### src/design/intc_defines.svh
// offsets, field positions, reset values and counts of the interrupt unit
`ifndef INTC_DEFINES_SVH
`define INTC_DEFINES_SVH
`define IC_OFF_MASK 8'h00
`define IC_OFF_FLAG 8'h04
`define IC_OFF_FLAG_SET 8'h08
`define IC_OFF_FLAG_CLR 8'h0C
`define IC_OFF_MODE 8'h10
`define IC_OFF_STATUS 8'h14
`define IC_NSRC 7
`define IC_BIT_TIMER 3
`define IC_BIT_RX 4
`define IC_BIT_TX 5
`define IC_BIT_INT4 6
`define IC_MODE_BASE_LSB 11
`define IC_MODE_INTM_BIT 0
`define IC_MASK_RESET 7'h00
`define IC_BASE_RESET 5'h00
`define IC_SLOT_NMI 5'h11
`define IC_SLOT_FIRST 5'h01
`define IC_WAKE_NS 125
`define IC_CLK_NS 25
`define IC_WAKE_CYC ((`IC_WAKE_NS + `IC_CLK_NS - 1) / `IC_CLK_NS)
`define IC_STACK_DEPTH 8
`define IC_SHADOW_REGS 11
`define IC_RESP_OKAY 2'h0
`define IC_RESP_SLVERR 2'h2
`endif

### src/design/intc_pkg.sv
// types shared by the interrupt and power-down unit
package intc_pkg;
  typedef enum logic [1:0] {ps_run, ps_idle, ps_deep, ps_hold} power_state_t;
endpackage

### src/design/ret_stack.sv
// eight-entry return address stack, oldest entry lost on overflow
`timescale 1ns/1ps
`default_nettype none
`include "intc_defines.svh"
module ret_stack (
  // clock and reset
  input wire logic aclk,
  input wire logic aresetn,
  // stack operations
  input wire logic push,
  input wire logic pop,
  input wire logic [15:0] push_data,
  // state
  output logic [15:0] top,
  output logic [3:0] depth
);
  logic [15:0] mem_q [`IC_STACK_DEPTH];
  logic [15:0] mem_d [`IC_STACK_DEPTH];
  logic [2:0] ptr_q, ptr_d;
  logic [3:0] depth_q, depth_d;

  always_comb begin
    mem_d = mem_q;
    ptr_d = ptr_q;
    depth_d = depth_q;
    if (push) begin
      // circular pointer overwrites the oldest slot when full
      mem_d[ptr_q] = push_data;
      ptr_d = ptr_q + 3'h1;
      if (depth_q != 4'h8) begin
        depth_d = depth_q + 4'h1;
      end
    end else if (pop && depth_q != 4'h0) begin
      ptr_d = ptr_q - 3'h1;
      depth_d = depth_q - 4'h1;
    end
  end

  // contents are kept through reset and sleep
  always_ff @(posedge aclk) begin
    mem_q <= mem_d;
  end

  always_ff @(posedge aclk) begin
    if (!aresetn) begin
      ptr_q <= 3'h0;
      depth_q <= 4'h0;
    end else begin
      ptr_q <= ptr_d;
      depth_q <= depth_d;
    end
  end

  assign top = mem_q[ptr_q - 3'h1];
  assign depth = depth_q;
endmodule
`default_nettype wire

### src/design/shadow_bank.sv
// single-level shadow copies of the eleven core registers
`timescale 1ns/1ps
`default_nettype none
`include "intc_defines.svh"
module shadow_bank (
  // clock and reset
  input wire logic aclk,
  input wire logic aresetn,
  // control
  input wire logic save,
  input wire logic restore,
  // register image
  input wire logic [`IC_SHADOW_REGS*16-1:0] live_regs,
  output logic [`IC_SHADOW_REGS*16-1:0] saved_regs,
  output logic restore_valid
);
  logic restore_q, restore_d;

  for (genvar i = 0; i < `IC_SHADOW_REGS; i++) begin : g_reg
    logic [15:0] sh_q, sh_d;
    always_comb begin
      sh_d = sh_q;
      if (save) begin
        sh_d = live_regs[i*16 +: 16];
      end
    end
    always_ff @(posedge aclk) begin
      sh_q <= sh_d;
    end
    assign saved_regs[i*16 +: 16] = sh_q;
  end

  always_comb begin
    restore_d = restore;
  end

  always_ff @(posedge aclk) begin
    if (!aresetn) begin
      restore_q <= 1'b0;
    end else begin
      restore_q <= restore_d;
    end
  end

  assign restore_valid = restore_q;
endmodule
`default_nettype wire

### src/design/intc_top.sv
// interrupt arbitration, vectoring and power-down control for the core
// How it works
// four external lines, reset and nmi in
// serial, timer and soft calls raise requests
// reset, then nmi, external line four last
// mask bit per source except reset, nmi
// flag bit per source, software set/clear/test
// vector slots two words apart
// table at zero, movable by 2K page
// no take during multicycle instruction
// pc pushed on eight-deep return stack
// eleven core registers shadowed on take
// either interrupt return restores shadows
// sleep via idle instructions or hold low
// hold sleep keeps peripherals, ends on release
// all state kept while asleep
// light idle halts core, clock out runs
// light idle ends on any interrupt
// deep idle stops core and peripherals
// deep wake needs pin low five cycles
// flag set on request, cleared when taken
// stack overflow drops the oldest entry
//
// Local design decisions: the AXI4-Lite interface to the registers and the address map.
`timescale 1ns/1ps
`default_nettype none
`include "intc_defines.svh"
module intc_top (
  // clock and reset
  input wire logic aclk,
  input wire logic aresetn,
  // axi4-lite write
  input wire logic [7:0] s_axi_awaddr,
  input wire logic s_axi_awvalid,
  output logic s_axi_awready,
  input wire logic [31:0] s_axi_wdata,
  input wire logic [3:0] s_axi_wstrb,
  input wire logic s_axi_wvalid,
  output logic s_axi_wready,
  output logic [1:0] s_axi_bresp,
  output logic s_axi_bvalid,
  input wire logic s_axi_bready,
  // axi4-lite read
  input wire logic [7:0] s_axi_araddr,
  input wire logic s_axi_arvalid,
  output logic s_axi_arready,
  output logic [31:0] s_axi_rdata,
  output logic [1:0] s_axi_rresp,
  output logic s_axi_rvalid,
  input wire logic s_axi_rready,
  // request pins, active low
  input wire logic [3:0] ext_request_lines_n,
  input wire logic reset_line_n,
  input wire logic nmi_n,
  input wire logic hold_n,
  // peripheral events
  input wire logic serial_rx_event,
  input wire logic serial_tx_event,
  input wire logic timer_event,
  // core side
  input wire logic instr_busy,
  input wire logic [15:0] core_pc,
  input wire logic call_push,
  input wire logic sub_return,
  input wire logic return_enable_instr,
  input wire logic return_plain_instr,
  input wire logic vectored_soft_call,
  input wire logic [4:0] soft_slot,
  input wire logic idle_instr,
  input wire logic deep_sleep_instr,
  input wire logic [`IC_SHADOW_REGS*16-1:0] core_regs,
  // to the core
  output logic core_reset,
  output logic int_take,
  output logic [15:0] int_vector,
  output logic [15:0] return_pc,
  output logic return_valid,
  output logic restore_valid,
  output logic [`IC_SHADOW_REGS*16-1:0] restore_regs,
  output logic core_halt,
  output logic periph_run,
  output logic machine_clock_out_en
);
  // pin synchronisers: reset, nmi, ext_request_lines, hold
  logic [6:0] pin_s1_q, pin_s2_q, pin_prev_q;
  always_ff @(posedge aclk) begin
    if (!aresetn) begin
      pin_s1_q <= 7'h7F;
      pin_s2_q <= 7'h7F;
      pin_prev_q <= 7'h7F;
    end else begin
      pin_s1_q <= {hold_n, nmi_n, reset_line_n, ext_request_lines_n};
      pin_s2_q <= pin_s1_q;
      pin_prev_q <= pin_s2_q;
    end
  end

  logic [3:0] ext_low;
  logic rst_low, nmi_low, hold_low;
  assign ext_low = ~pin_s2_q[3:0];
  assign rst_low = ~pin_s2_q[4];
  assign nmi_low = ~pin_s2_q[5];
  assign hold_low = ~pin_s2_q[6];

  // falling edges of the request lines
  logic [3:0] ext_fall;
  logic nmi_fall;
  assign ext_fall = pin_prev_q[3:0] & ~pin_s2_q[3:0];
  assign nmi_fall = pin_prev_q[5] & ~pin_s2_q[5];

  // registers and control state
  logic [6:0] mask_q, mask_d, flag_q, flag_d;
  logic [4:0] base_q, base_d;
  logic intm_q, intm_d, nmi_pend_q, nmi_pend_d;
  intc_pkg::power_state_t ps_q, ps_d;
  logic [2:0] wake_cnt_q, wake_cnt_d;
  logic take_q, take_d, rst_q, rst_d, ret_q, ret_d;
  logic [15:0] vec_q, vec_d, ret_pc_q, ret_pc_d;
  logic push, pop, save, restore;
  logic [15:0] stack_top;
  logic [3:0] stack_depth;

  // axi state
  logic aw_held_q, aw_held_d, w_held_q, w_held_d;
  logic [7:0] waddr_q, waddr_d;
  logic [31:0] wdata_q, wdata_d;
  logic [3:0] wstrb_q, wstrb_d;
  logic bvalid_q, bvalid_d, rvalid_q, rvalid_d;
  logic [1:0] bresp_q, bresp_d, rresp_q, rresp_d;
  logic [31:0] rdata_q, rdata_d;
  logic do_wr;

  assign s_axi_awready = !aw_held_q && !bvalid_q;
  assign s_axi_wready = !w_held_q && !bvalid_q;
  assign s_axi_arready = !rvalid_q;
  assign do_wr = aw_held_q && w_held_q && !bvalid_q;

  // merge a register write with byte strobes on the low half
  function automatic logic [15:0] merge(input logic [15:0] old,
                                        input logic [31:0] data,
                                        input logic [3:0] strb);
    logic [15:0] r;
    r = old;
    if (strb[0]) begin
      r[7:0] = data[7:0];
    end
    if (strb[1]) begin
      r[15:8] = data[15:8];
    end
    return r;
  endfunction

  logic [15:0] wmask, wflag, mode_word, wmode;
  assign wmask = merge({9'h000, mask_q}, wdata_q, wstrb_q);
  assign wflag = merge(16'h0000, wdata_q, wstrb_q);
  assign mode_word = {base_q, 10'h000, intm_q};
  assign wmode = merge(mode_word, wdata_q, wstrb_q);

  // bus side of the register file
  always_comb begin
    aw_held_d = aw_held_q;
    w_held_d = w_held_q;
    waddr_d = waddr_q;
    wdata_d = wdata_q;
    wstrb_d = wstrb_q;
    bvalid_d = bvalid_q;
    bresp_d = bresp_q;
    rvalid_d = rvalid_q;
    rresp_d = rresp_q;
    rdata_d = rdata_q;
    if (s_axi_awvalid && s_axi_awready) begin
      aw_held_d = 1'b1;
      waddr_d = s_axi_awaddr;
    end
    if (s_axi_wvalid && s_axi_wready) begin
      w_held_d = 1'b1;
      wdata_d = s_axi_wdata;
      wstrb_d = s_axi_wstrb;
    end
    if (do_wr) begin
      aw_held_d = 1'b0;
      w_held_d = 1'b0;
      bvalid_d = 1'b1;
      if (waddr_q == `IC_OFF_MASK || waddr_q == `IC_OFF_FLAG ||
          waddr_q == `IC_OFF_FLAG_SET || waddr_q == `IC_OFF_FLAG_CLR ||
          waddr_q == `IC_OFF_MODE || waddr_q == `IC_OFF_STATUS) begin
        bresp_d = `IC_RESP_OKAY;
      end else begin
        bresp_d = `IC_RESP_SLVERR;
      end
    end else if (bvalid_q && s_axi_bready) begin
      bvalid_d = 1'b0;
    end
    if (s_axi_arvalid && s_axi_arready) begin
      rvalid_d = 1'b1;
      rresp_d = `IC_RESP_OKAY;
      rdata_d = 32'h0000_0000;
      if (s_axi_araddr == `IC_OFF_MASK) begin
        rdata_d[6:0] = mask_q;
      end else if (s_axi_araddr == `IC_OFF_FLAG) begin
        rdata_d[6:0] = flag_q;
      end else if (s_axi_araddr == `IC_OFF_FLAG_SET ||
                   s_axi_araddr == `IC_OFF_FLAG_CLR) begin
        rdata_d[6:0] = 7'h00;
      end else if (s_axi_araddr == `IC_OFF_MODE) begin
        rdata_d[15:0] = mode_word;
      end else if (s_axi_araddr == `IC_OFF_STATUS) begin
        rdata_d[1:0] = ps_q;
        rdata_d[7:4] = stack_depth;
        rdata_d[8] = nmi_pend_q;
      end else begin
        rresp_d = `IC_RESP_SLVERR;
      end
    end else if (rvalid_q && s_axi_rready) begin
      rvalid_d = 1'b0;
    end
  end

  // interrupt and power-down core
  logic [6:0] src_set, sw_set, sw_clr, taken_bit, ready_bits;
  logic take_ok, any_int;
  logic [4:0] slot;
  always_comb begin
    // peripherals are frozen in deep idle
    src_set = {ext_fall[3], 3'h0, ext_fall[2:0]};
    if (ps_q != intc_pkg::ps_deep) begin
      src_set[`IC_BIT_TIMER] = timer_event;
      src_set[`IC_BIT_RX] = serial_rx_event;
      src_set[`IC_BIT_TX] = serial_tx_event;
    end
    sw_set = 7'h00;
    sw_clr = 7'h00;
    mask_d = mask_q;
    base_d = base_q;
    intm_d = intm_q;
    if (do_wr) begin
      if (waddr_q == `IC_OFF_MASK) begin
        mask_d = wmask[6:0];
      end else if (waddr_q == `IC_OFF_FLAG_SET) begin
        sw_set = wflag[6:0];
      end else if (waddr_q == `IC_OFF_FLAG_CLR) begin
        sw_clr = wflag[6:0];
      end else if (waddr_q == `IC_OFF_MODE) begin
        base_d = wmode[15:11];
        intm_d = wmode[0];
      end
    end
    // lowest flag index wins; int4 sits at the top index
    ready_bits = flag_q & mask_q & {7{!intm_q}};
    taken_bit = 7'h00;
    slot = `IC_SLOT_NMI;
    for (int i = `IC_NSRC - 1; i >= 0; i--) begin
      if (ready_bits[i]) begin
        taken_bit = 7'h01 << i;
        slot = `IC_SLOT_FIRST + 5'(i);
      end
    end
    any_int = nmi_pend_q || (flag_q & mask_q) != 7'h00;
    take_ok = ps_q == intc_pkg::ps_run && !instr_busy && !rst_q;
    take_d = 1'b0;
    vec_d = vec_q;
    push = 1'b0;
    pop = 1'b0;
    save = 1'b0;
    restore = 1'b0;
    nmi_pend_d = nmi_pend_q || nmi_fall;
    if (take_ok && nmi_pend_q) begin
      // nmi outranks every maskable flag and ignores intm
      take_d = 1'b1;
      taken_bit = 7'h00;
      nmi_pend_d = nmi_fall;
      vec_d = {base_q, 11'h000} | {10'h000, `IC_SLOT_NMI, 1'b0};
    end else if (take_ok && ready_bits != 7'h00) begin
      take_d = 1'b1;
      vec_d = {base_q, 11'h000} | {10'h000, slot, 1'b0};
    end else if (take_ok && vectored_soft_call) begin
      take_d = 1'b1;
      taken_bit = 7'h00;
      vec_d = {base_q, 11'h000} | {10'h000, soft_slot, 1'b0};
    end else begin
      taken_bit = 7'h00;
    end
    if (take_d) begin
      push = 1'b1;
      save = 1'b1;
      intm_d = 1'b1;
    end else if (ps_q == intc_pkg::ps_run && call_push) begin
      push = 1'b1;
    end else if (ps_q == intc_pkg::ps_run && (sub_return ||
                 return_enable_instr || return_plain_instr)) begin
      pop = 1'b1;
      restore = return_enable_instr || return_plain_instr;
      if (return_enable_instr) begin
        intm_d = 1'b0;
      end
    end
    // a new request beats a clear in the same cycle
    flag_d = (flag_q & ~(sw_clr | taken_bit)) | src_set | sw_set;
    ret_d = pop;
    ret_pc_d = pop ? stack_top : ret_pc_q;
    ps_d = ps_q;
    wake_cnt_d = 3'h0;
    case (ps_q)
      intc_pkg::ps_run: begin
        if (hold_low) begin
          ps_d = intc_pkg::ps_hold;
        end else if (deep_sleep_instr && !take_d) begin
          ps_d = intc_pkg::ps_deep;
        end else if (idle_instr && !take_d) begin
          ps_d = intc_pkg::ps_idle;
        end
      end
      intc_pkg::ps_idle: begin
        if (any_int) begin
          ps_d = intc_pkg::ps_run;
        end
      end
      intc_pkg::ps_deep: begin
        if (rst_low || nmi_low || ext_low != 4'h0) begin
          wake_cnt_d = wake_cnt_q + 3'h1;
        end
        if (wake_cnt_d >= 3'(`IC_WAKE_CYC)) begin
          ps_d = intc_pkg::ps_run;
        end
      end
      intc_pkg::ps_hold: begin
        if (!hold_low) begin
          ps_d = intc_pkg::ps_run;
        end
      end
      default: ps_d = intc_pkg::ps_run;
    endcase
    rst_d = rst_low;
    if (rst_low) begin
      // reset outranks all: flags dropped, table back at zero
      flag_d = 7'h00;
      nmi_pend_d = 1'b0;
      mask_d = `IC_MASK_RESET;
      base_d = `IC_BASE_RESET;
      intm_d = 1'b1;
      take_d = 1'b0;
      ps_d = intc_pkg::ps_run;
    end
  end

  // state is only replaced by a next value, never cleared by sleep
  always_ff @(posedge aclk) begin
    if (!aresetn) begin
      aw_held_q <= 1'b0;
      w_held_q <= 1'b0;
      waddr_q <= 8'h00;
      wdata_q <= 32'h0000_0000;
      wstrb_q <= 4'h0;
      bvalid_q <= 1'b0;
      bresp_q <= `IC_RESP_OKAY;
      rvalid_q <= 1'b0;
      rresp_q <= `IC_RESP_OKAY;
      rdata_q <= 32'h0000_0000;
      mask_q <= `IC_MASK_RESET;
      flag_q <= 7'h00;
      base_q <= `IC_BASE_RESET;
      intm_q <= 1'b1;
      nmi_pend_q <= 1'b0;
      ps_q <= intc_pkg::ps_run;
      wake_cnt_q <= 3'h0;
      take_q <= 1'b0;
      rst_q <= 1'b0;
      ret_q <= 1'b0;
      vec_q <= 16'h0000;
      ret_pc_q <= 16'h0000;
    end else begin
      aw_held_q <= aw_held_d;
      w_held_q <= w_held_d;
      waddr_q <= waddr_d;
      wdata_q <= wdata_d;
      wstrb_q <= wstrb_d;
      bvalid_q <= bvalid_d;
      bresp_q <= bresp_d;
      rvalid_q <= rvalid_d;
      rresp_q <= rresp_d;
      rdata_q <= rdata_d;
      mask_q <= mask_d;
      flag_q <= flag_d;
      base_q <= base_d;
      intm_q <= intm_d;
      nmi_pend_q <= nmi_pend_d;
      ps_q <= ps_d;
      wake_cnt_q <= wake_cnt_d;
      take_q <= take_d;
      rst_q <= rst_d;
      ret_q <= ret_d;
      vec_q <= vec_d;
      ret_pc_q <= ret_pc_d;
    end
  end

  ret_stack u_stack (
    .aclk(aclk),
    .aresetn(aresetn),
    .push(push),
    .pop(pop),
    .push_data(core_pc),
    .top(stack_top),
    .depth(stack_depth)
  );

  shadow_bank u_shadow (
    .aclk(aclk),
    .aresetn(aresetn),
    .save(save),
    .restore(restore),
    .live_regs(core_regs),
    .saved_regs(restore_regs),
    .restore_valid(restore_valid)
  );

  assign s_axi_bvalid = bvalid_q;
  assign s_axi_bresp = bresp_q;
  assign s_axi_rvalid = rvalid_q;
  assign s_axi_rresp = rresp_q;
  assign s_axi_rdata = rdata_q;
  assign core_reset = rst_q;
  assign int_take = take_q;
  assign int_vector = vec_q;
  assign return_pc = ret_pc_q;
  assign return_valid = ret_q;
  assign core_halt = ps_q != intc_pkg::ps_run;
  assign periph_run = ps_q != intc_pkg::ps_deep;
  assign machine_clock_out_en = ps_q != intc_pkg::ps_deep;
endmodule
`default_nettype wire

### config.mk
export PLATFORM = sky130hd
export DESIGN_NAME = intc_top
export DESIGN_NICKNAME = d
export VERILOG_FILES = /design/src/design/intc_pkg.sv /design/src/design/ret_stack.sv /design/src/design/shadow_bank.sv /design/src/design/intc_top.sv
export VERILOG_INCLUDE_DIRS = /design/src /design/src/design
export SDC_FILE = /design/constraint.sdc
export NUM_CORES = 1
export LEC_CHECK = 0
export BUFFER_PORTS_ARGS = -buffer_cell sky130_fd_sc_hd__buf_2
export CAP_MARGIN = 5
export CORE_AREA = 2 2 206 208
export CTS_CLUSTER_SIZE = 10
export DETAILED_ROUTE_END_ITERATION = 10
export DIE_AREA = 0 0 208 210
export HOLD_SLACK_MARGIN = 0.02
export SLEW_MARGIN = 20
export SYNTH_ARGS = -nofsm -noshare
export SYNTH_HDL_FRONTEND = slang
export SYNTH_SLANG_ARGS = --single-unit
### constraint.sdc
create_clock -name aclk -period 14.5 [get_ports aclk]
set_input_delay 2.175 -clock aclk [delete_from_list [all_inputs] [get_ports aclk]]
set_output_delay 2.175 -clock aclk [all_outputs]
set_load 0.05 [all_outputs]
Yosys cells after proc, flatten, opt, wreduce, memory -nomap -nowiden
Cells that the tools add are included.

Logic and storage cells: 250. Output and inout port bits: 256. Bits in registers: 443.

Reduce and logical (&&, ||, !) cells: 64. Mux-type cells: 88. Magnitude comparators: 4. Add/subtract/negate cells: 5. Bitwise operators: 21. Equality and inequality tests: 20.

Operators with widths (count): 7-bit 2-to-1 mux (21); 128-bit bitwise mux (1); 16-bit 2-to-1 mux (6); 16-bit binary-select mux with 3-bit select (1); 16-bit demux with 3-bit select (1); 5-bit 2-to-1 mux (9); 8-bit by 4-bit equality test with 1-bit output (second input constant) (4); 8-bit by 5-bit equality test with 1-bit output (second input constant) (4); 16-bit by 6-bit bitwise OR with 16-bit output (2); 2-bit 2-to-1 mux (14); 9-bit 2-to-1 mux (3); 1-bit 2-to-1 mux (23); 7-bit bitwise AND (3); 7-bit bitwise OR (3); 1-bit logical AND (20); 8-bit by 3-bit equality test with 1-bit output (second input constant) (2); 8-bit zero test (2); 3-bit 2-to-1 mux (5); 7-bit nonzero test (2); 1-bit logical OR (13); 4-bit 2-to-1 mux (3); 2-bit nonzero test (5); 4-bit greater-or-equal comparator (second input constant) (2); 1-bit zero test (8); 29 further kinds (45).

Logic depth before layout (Yosys ltp)
Word-level depth: 16. Gate-level depth with buffers: 10. Gate-level depth less buffers: 8.

Hierarchy
From an unflattened synthesis, not the netlist that was laid out.

Cells, all modules: 981. Area, all modules: 15738.8 µm².

By module, submodules not included: ret_stack (cells each 249, sequential area each 3983.8 µm², instances 1, area an instance 5380.2 µm²); shadow_bank (cells each 178, sequential area each 5305.1 µm², instances 1, area an instance 5311.3 µm²); intc_top (cells each 554, sequential area each 2322.2 µm², instances 1, area an instance 5047.3 µm²).

Least setup slack after synthesis
OpenSTA, ideal clock, no wires.

Path type: input-to-reg. From: input instr_busy. To: register u_shadow.g_reg[0].sh_q[0] (enable). Library setup time: 0.529 ns. Data required time: 13.971 ns. Slack: 7.380 ns. Arrival: 6.591 ns. Stages on the path: 5. Buffers on the path: 1. Path through: or4_4 a21oi_4 a21boi_1 buf_4 inv_1.

Longest elaborated chain between the ends: 8. Elaborated cells between the ends (all ways): 10. Classes of those cells: mux (4); reduce/logical (6).

RTL lines: from (decl) (line intc_top.sv:61) `input wire logic instr_busy,`; 1-bit zero test (*) (line intc_top.sv:259) `take_ok = ps_q == intc_pkg::ps_run && !instr_busy && !rst_q;`; 1-bit logical AND (*) (2 in series) (line intc_top.sv:259); 1-bit logical AND (line intc_top.sv:276) `end else if (take_ok && vectored_soft_call) begin`; 1-bit 2-to-1 mux (line intc_top.sv:276); 1-bit 2-to-1 mux (line intc_top.sv:273) `end else if (take_ok && ready_bits != 7'h00) begin`; 1-bit 2-to-1 mux (*) (line intc_top.sv:267) `if (take_ok && nmi_pend_q) begin`; 1-bit 2-to-1 mux (*) (line intc_top.sv:283) `if (take_d) begin`; net save (line intc_top.sv:119) `logic push, pop, save, restore;`; to (signal assigned) (line shadow_bank.sv:28) `sh_q <= sh_d;`; to (decl) (line shadow_bank.sv:20) `logic [15:0] sh_q, sh_d;`.

Mark *: on every way through the listed nets, which the timed path passes. The rest lies on a longest branch. A chain may end at the register's enable or synchronous reset.

Worst setup path after layout
From: input instr_busy. To: register u_shadow.g_reg[1].sh_q[2] (enable).

Longest elaborated chain between the ends: 8. Elaborated cells between the ends (all ways): 10. Classes of those cells: mux (4); reduce/logical (6).

RTL lines (line): 1-bit zero test (*) (intc_top.sv:259); 1-bit logical AND (*) (2 in series) (intc_top.sv:259); 1-bit logical AND (intc_top.sv:276); 1-bit 2-to-1 mux (intc_top.sv:276); 1-bit 2-to-1 mux (intc_top.sv:273); 1-bit 2-to-1 mux (*) (intc_top.sv:267); 1-bit 2-to-1 mux (*) (intc_top.sv:283); net save (intc_top.sv:119); to (signal assigned) (shadow_bank.sv:28); to (decl) (shadow_bank.sv:20).

Marked as above.

==> flow_summary.toml <==
[timing]
period_share = 0.342
fmax_ghz = 0.202
tightestPinTransition_ns = 1.03
max_slew_margin = 0.312
rsz0062_at_grt = "no"
hold_viol = 0
period_needed_ns = 4.95
report.final.slew_viol_count = 0
setup_violations = 0
skew_ns = 0.0234
tns_ns = 0

[global_routing]
antenna_found_initial = 14
grtUsageMet2 = 0.323
grt_util_met3 = 0.0557
grt_overflow = 0
grt_max_degree = 97
top_usage_layer = "met2"
grt_pass1_wl_um = 64700
grt_pass1_vias = 9762
use_met1 = 0.263
track_usage = 0.202

[finish]
multiInputGateArea_um2 = 3620
fin_area_um2 = 20000
nFillCells = 3713
final_common_cell = "buf_2"
nNetsFinal = 1750
drive_gt1_frac = 0.417
layout_common_cells = "buf_2 (481), edfxtp_1 (304), dfxtp_1 (123)"
syn2layout_area_growth_pct = 28.6
seqCellArea_um2 = 11600

[clocking]
cts-buffers-inserted = 50
clock_latency_ns = 0.60
clock_path_buffers = 3
cts_resized = 0
cts_tree = "yes"
cts_sinks = 428
clk_pin_slew_ns = 0.05
cts_setup_buffers = 0
cts-root-buf = "clkbuf_16"
postCtsHoldBufs = 0
htree_levels = 2

[place]
detailed_place.area_um2 = 18500
port_buffers = 481
gp_congestion = 0.904
dp_hpwl_um = 32800

[setup_path]
cp.arrival_ns = 5.15
required_ns = 14.70
r2r_end = "u_shadow.g_reg[8].sh_q[15]$_DFFE_PP_"
reg2reg_slack_ns = 10.61
cp_max_fo = 96
startpoint = "instr_busy"
start_kind = "input pin"
rr_worst_depth = 5
r2r-start = "flag_q[0]$_SDFF_PN0_"
endpoint_kind = "register"
crit_end = "u_shadow.g_reg[1].sh_q[2]$_DFFE_PP_"
crit_type = "in -> reg"

[logic_synthesis]
synth_mux_area_frac = 0.0775
synth-xor-area-share = 0.00169
yosysSeqAreaShare = 0.748
synth_simple_gate_area_frac = 0.0780
synth_compound_area_frac = 0.0606
synth_area_um2 = 15500
async_flop_share = 0
syn_avg_cell_area_um2 = 16.0
netlist_instances = 972
yosys_warnings = 0
synth_top_family_by_area = "simple AND/OR/NAND/NOR gates"
synthFlopType = "edfxtp_1"
ys_seq_elements = 428
synth_fa_ha_area_frac = 0.00323
synth_edf_count = 304
synth_cell_types = 69

[detailed_routing]
drcViolationCount = 0
drtAntennaViolNets = 0
routedWlPerCell_um = 22.2
drt-initial-drc-count = 814
firstDrtPassIters = 5
routed_via_density = 4.96
dr_total_vias = 10153
postRouteWirelength_um = 45600

[floorplan]
fp.dieH_um = 210
rows = 75
die-area_um2 = 43700
pin_count = 530
core_um2 = 41500
die-width_um = 208
start_util = 0.374

[power]
p_per_area_nw_per_um2 = 162
p_leak_nw = 7.78
vdd_drop_max_mv = 0.106
power_w = 0.00323

[worst_hold_path]
hp-start = "pin_s1_q[6]$_SDFF_PN1_"
hold_path_class = "reg -> reg"

[flow_run]
max-cap-violations = 0

[outcome]
run_status = "complete, no violations"
==> synth_stat cells, types with 4 or more instances <==
cell type    n  area, um^2
edfxtp_1   304        9130
dfxtp_1    124        2480
nand2_1     74         278
nor2_1      60         225
a21oi_1     54         270
mux2i_1     38         380
mux4_2      33         743
buf_4       30         225
clkbuf_1    30         113
nand3_1     27         135
nand2b_1    25         156
inv_1       14        52.6
a211oi_2    13         163
o21ai_0     11        55.1
nor2b_1      8        50.1
nor3_1       8        40.0
mux2_2       7        78.8
a211oi_1     6        45.0
nand4_1      6        37.5
a221oi_1     5        43.8
buf_2        5        25.0
nand3b_1     5        37.5
a22oi_1      4        30.0
ha_1         4        50.1
nor3b_1      4        30.0
nor4_1       4        25.0
==> cell families after synthesis <==
family / after synthesis
AOI/OAI and AO/OA: 129
buffers and inverters: 84
xor gates and xnor gates: 3
and+or+nand+nor: 245
muxes: 78
adders and majority gates: 4
DFF: 428
other: 1
==> final cells by class <==
type,instances,share of cell area
clock buffers,77,0.0693
diodes,7,0.000877
well taps,539,0.0338
inverters,15,0.00320
multi-input cells,485,0.181
flip-flops and latches,428,0.582
repair buffers,492,0.125
clock inverters,5,0.00476
==> registers in the layout, summed over array words and instances, names as in the netlist, 8 cells and up <==
| name | flops |
|---|---|
| waddr_q | 8 |
| s_axi_rdata | 14 |
| wdata_q | 12 |
| u_stack.mem_q | 128 |
| int_vector | 10 |
| u_shadow.g.sh_q | 176 |
| return_pc | 16 |
==> routing by layer <==
layer / routed length [um] / vias to the layer above
li1: - / 4630
met1: 18600 / 5032
met2: 22100 / 399
met3: 3680 / 82
met4: 1180 / 10
met5: 63 / -
==> report_power, final <==
group          switching [W]  internal, W  leakage, nW
Clock               0.000486     0.000656        0.699
Sequential         0.0000463      0.00141         3.79
Combinational       0.000413     0.000223         3.30
Total               0.000945      0.00229         7.78
==> stage by stage <==
stage,utilization,hold WS [ns],std cells,worst slack (ns)
final,0.481,0.403,2048,9.55
after global routing,0.481,0.421,2044,9.40
after CTS,0.481,0.408,2040,9.62
after detailed placement,0.445,0.397,1958,8.96
after global placement,0.445,0.394,1958,9.02
after floorplan,-,0.386,997,7.38
==> worst min path at each step <==
| stage | endpoint | slack [ns] | cells after the start |
|---|---|---|---|
| after floorplan | pin_s2_q[0]$_SDFF_PN1_ | 0.39 | 1 |
| after global placement | pin_s2_q[1]$_SDFF_PN1_ | 0.39 | 1 |
| after detailed placement | pin_s2_q[3]$_SDFF_PN1_ | 0.40 | 1 |
| after CTS | pin_s2_q[6]$_SDFF_PN1_ | 0.41 | 1 |
| after global routing | pin_s2_q[4]$_SDFF_PN1_ | 0.42 | 1 |
| final | pin_s2_q[6]$_SDFF_PN1_ | 0.40 | 1 |
==> critical path: stages <==
cell and delay [ns]:
buf_2 0.12, nor4_1 0.66, nand2_1 0.24, a21boi_2 0.34, inv_8 0.50, buf_4 0.90
(Power assumes the default switching activity.)
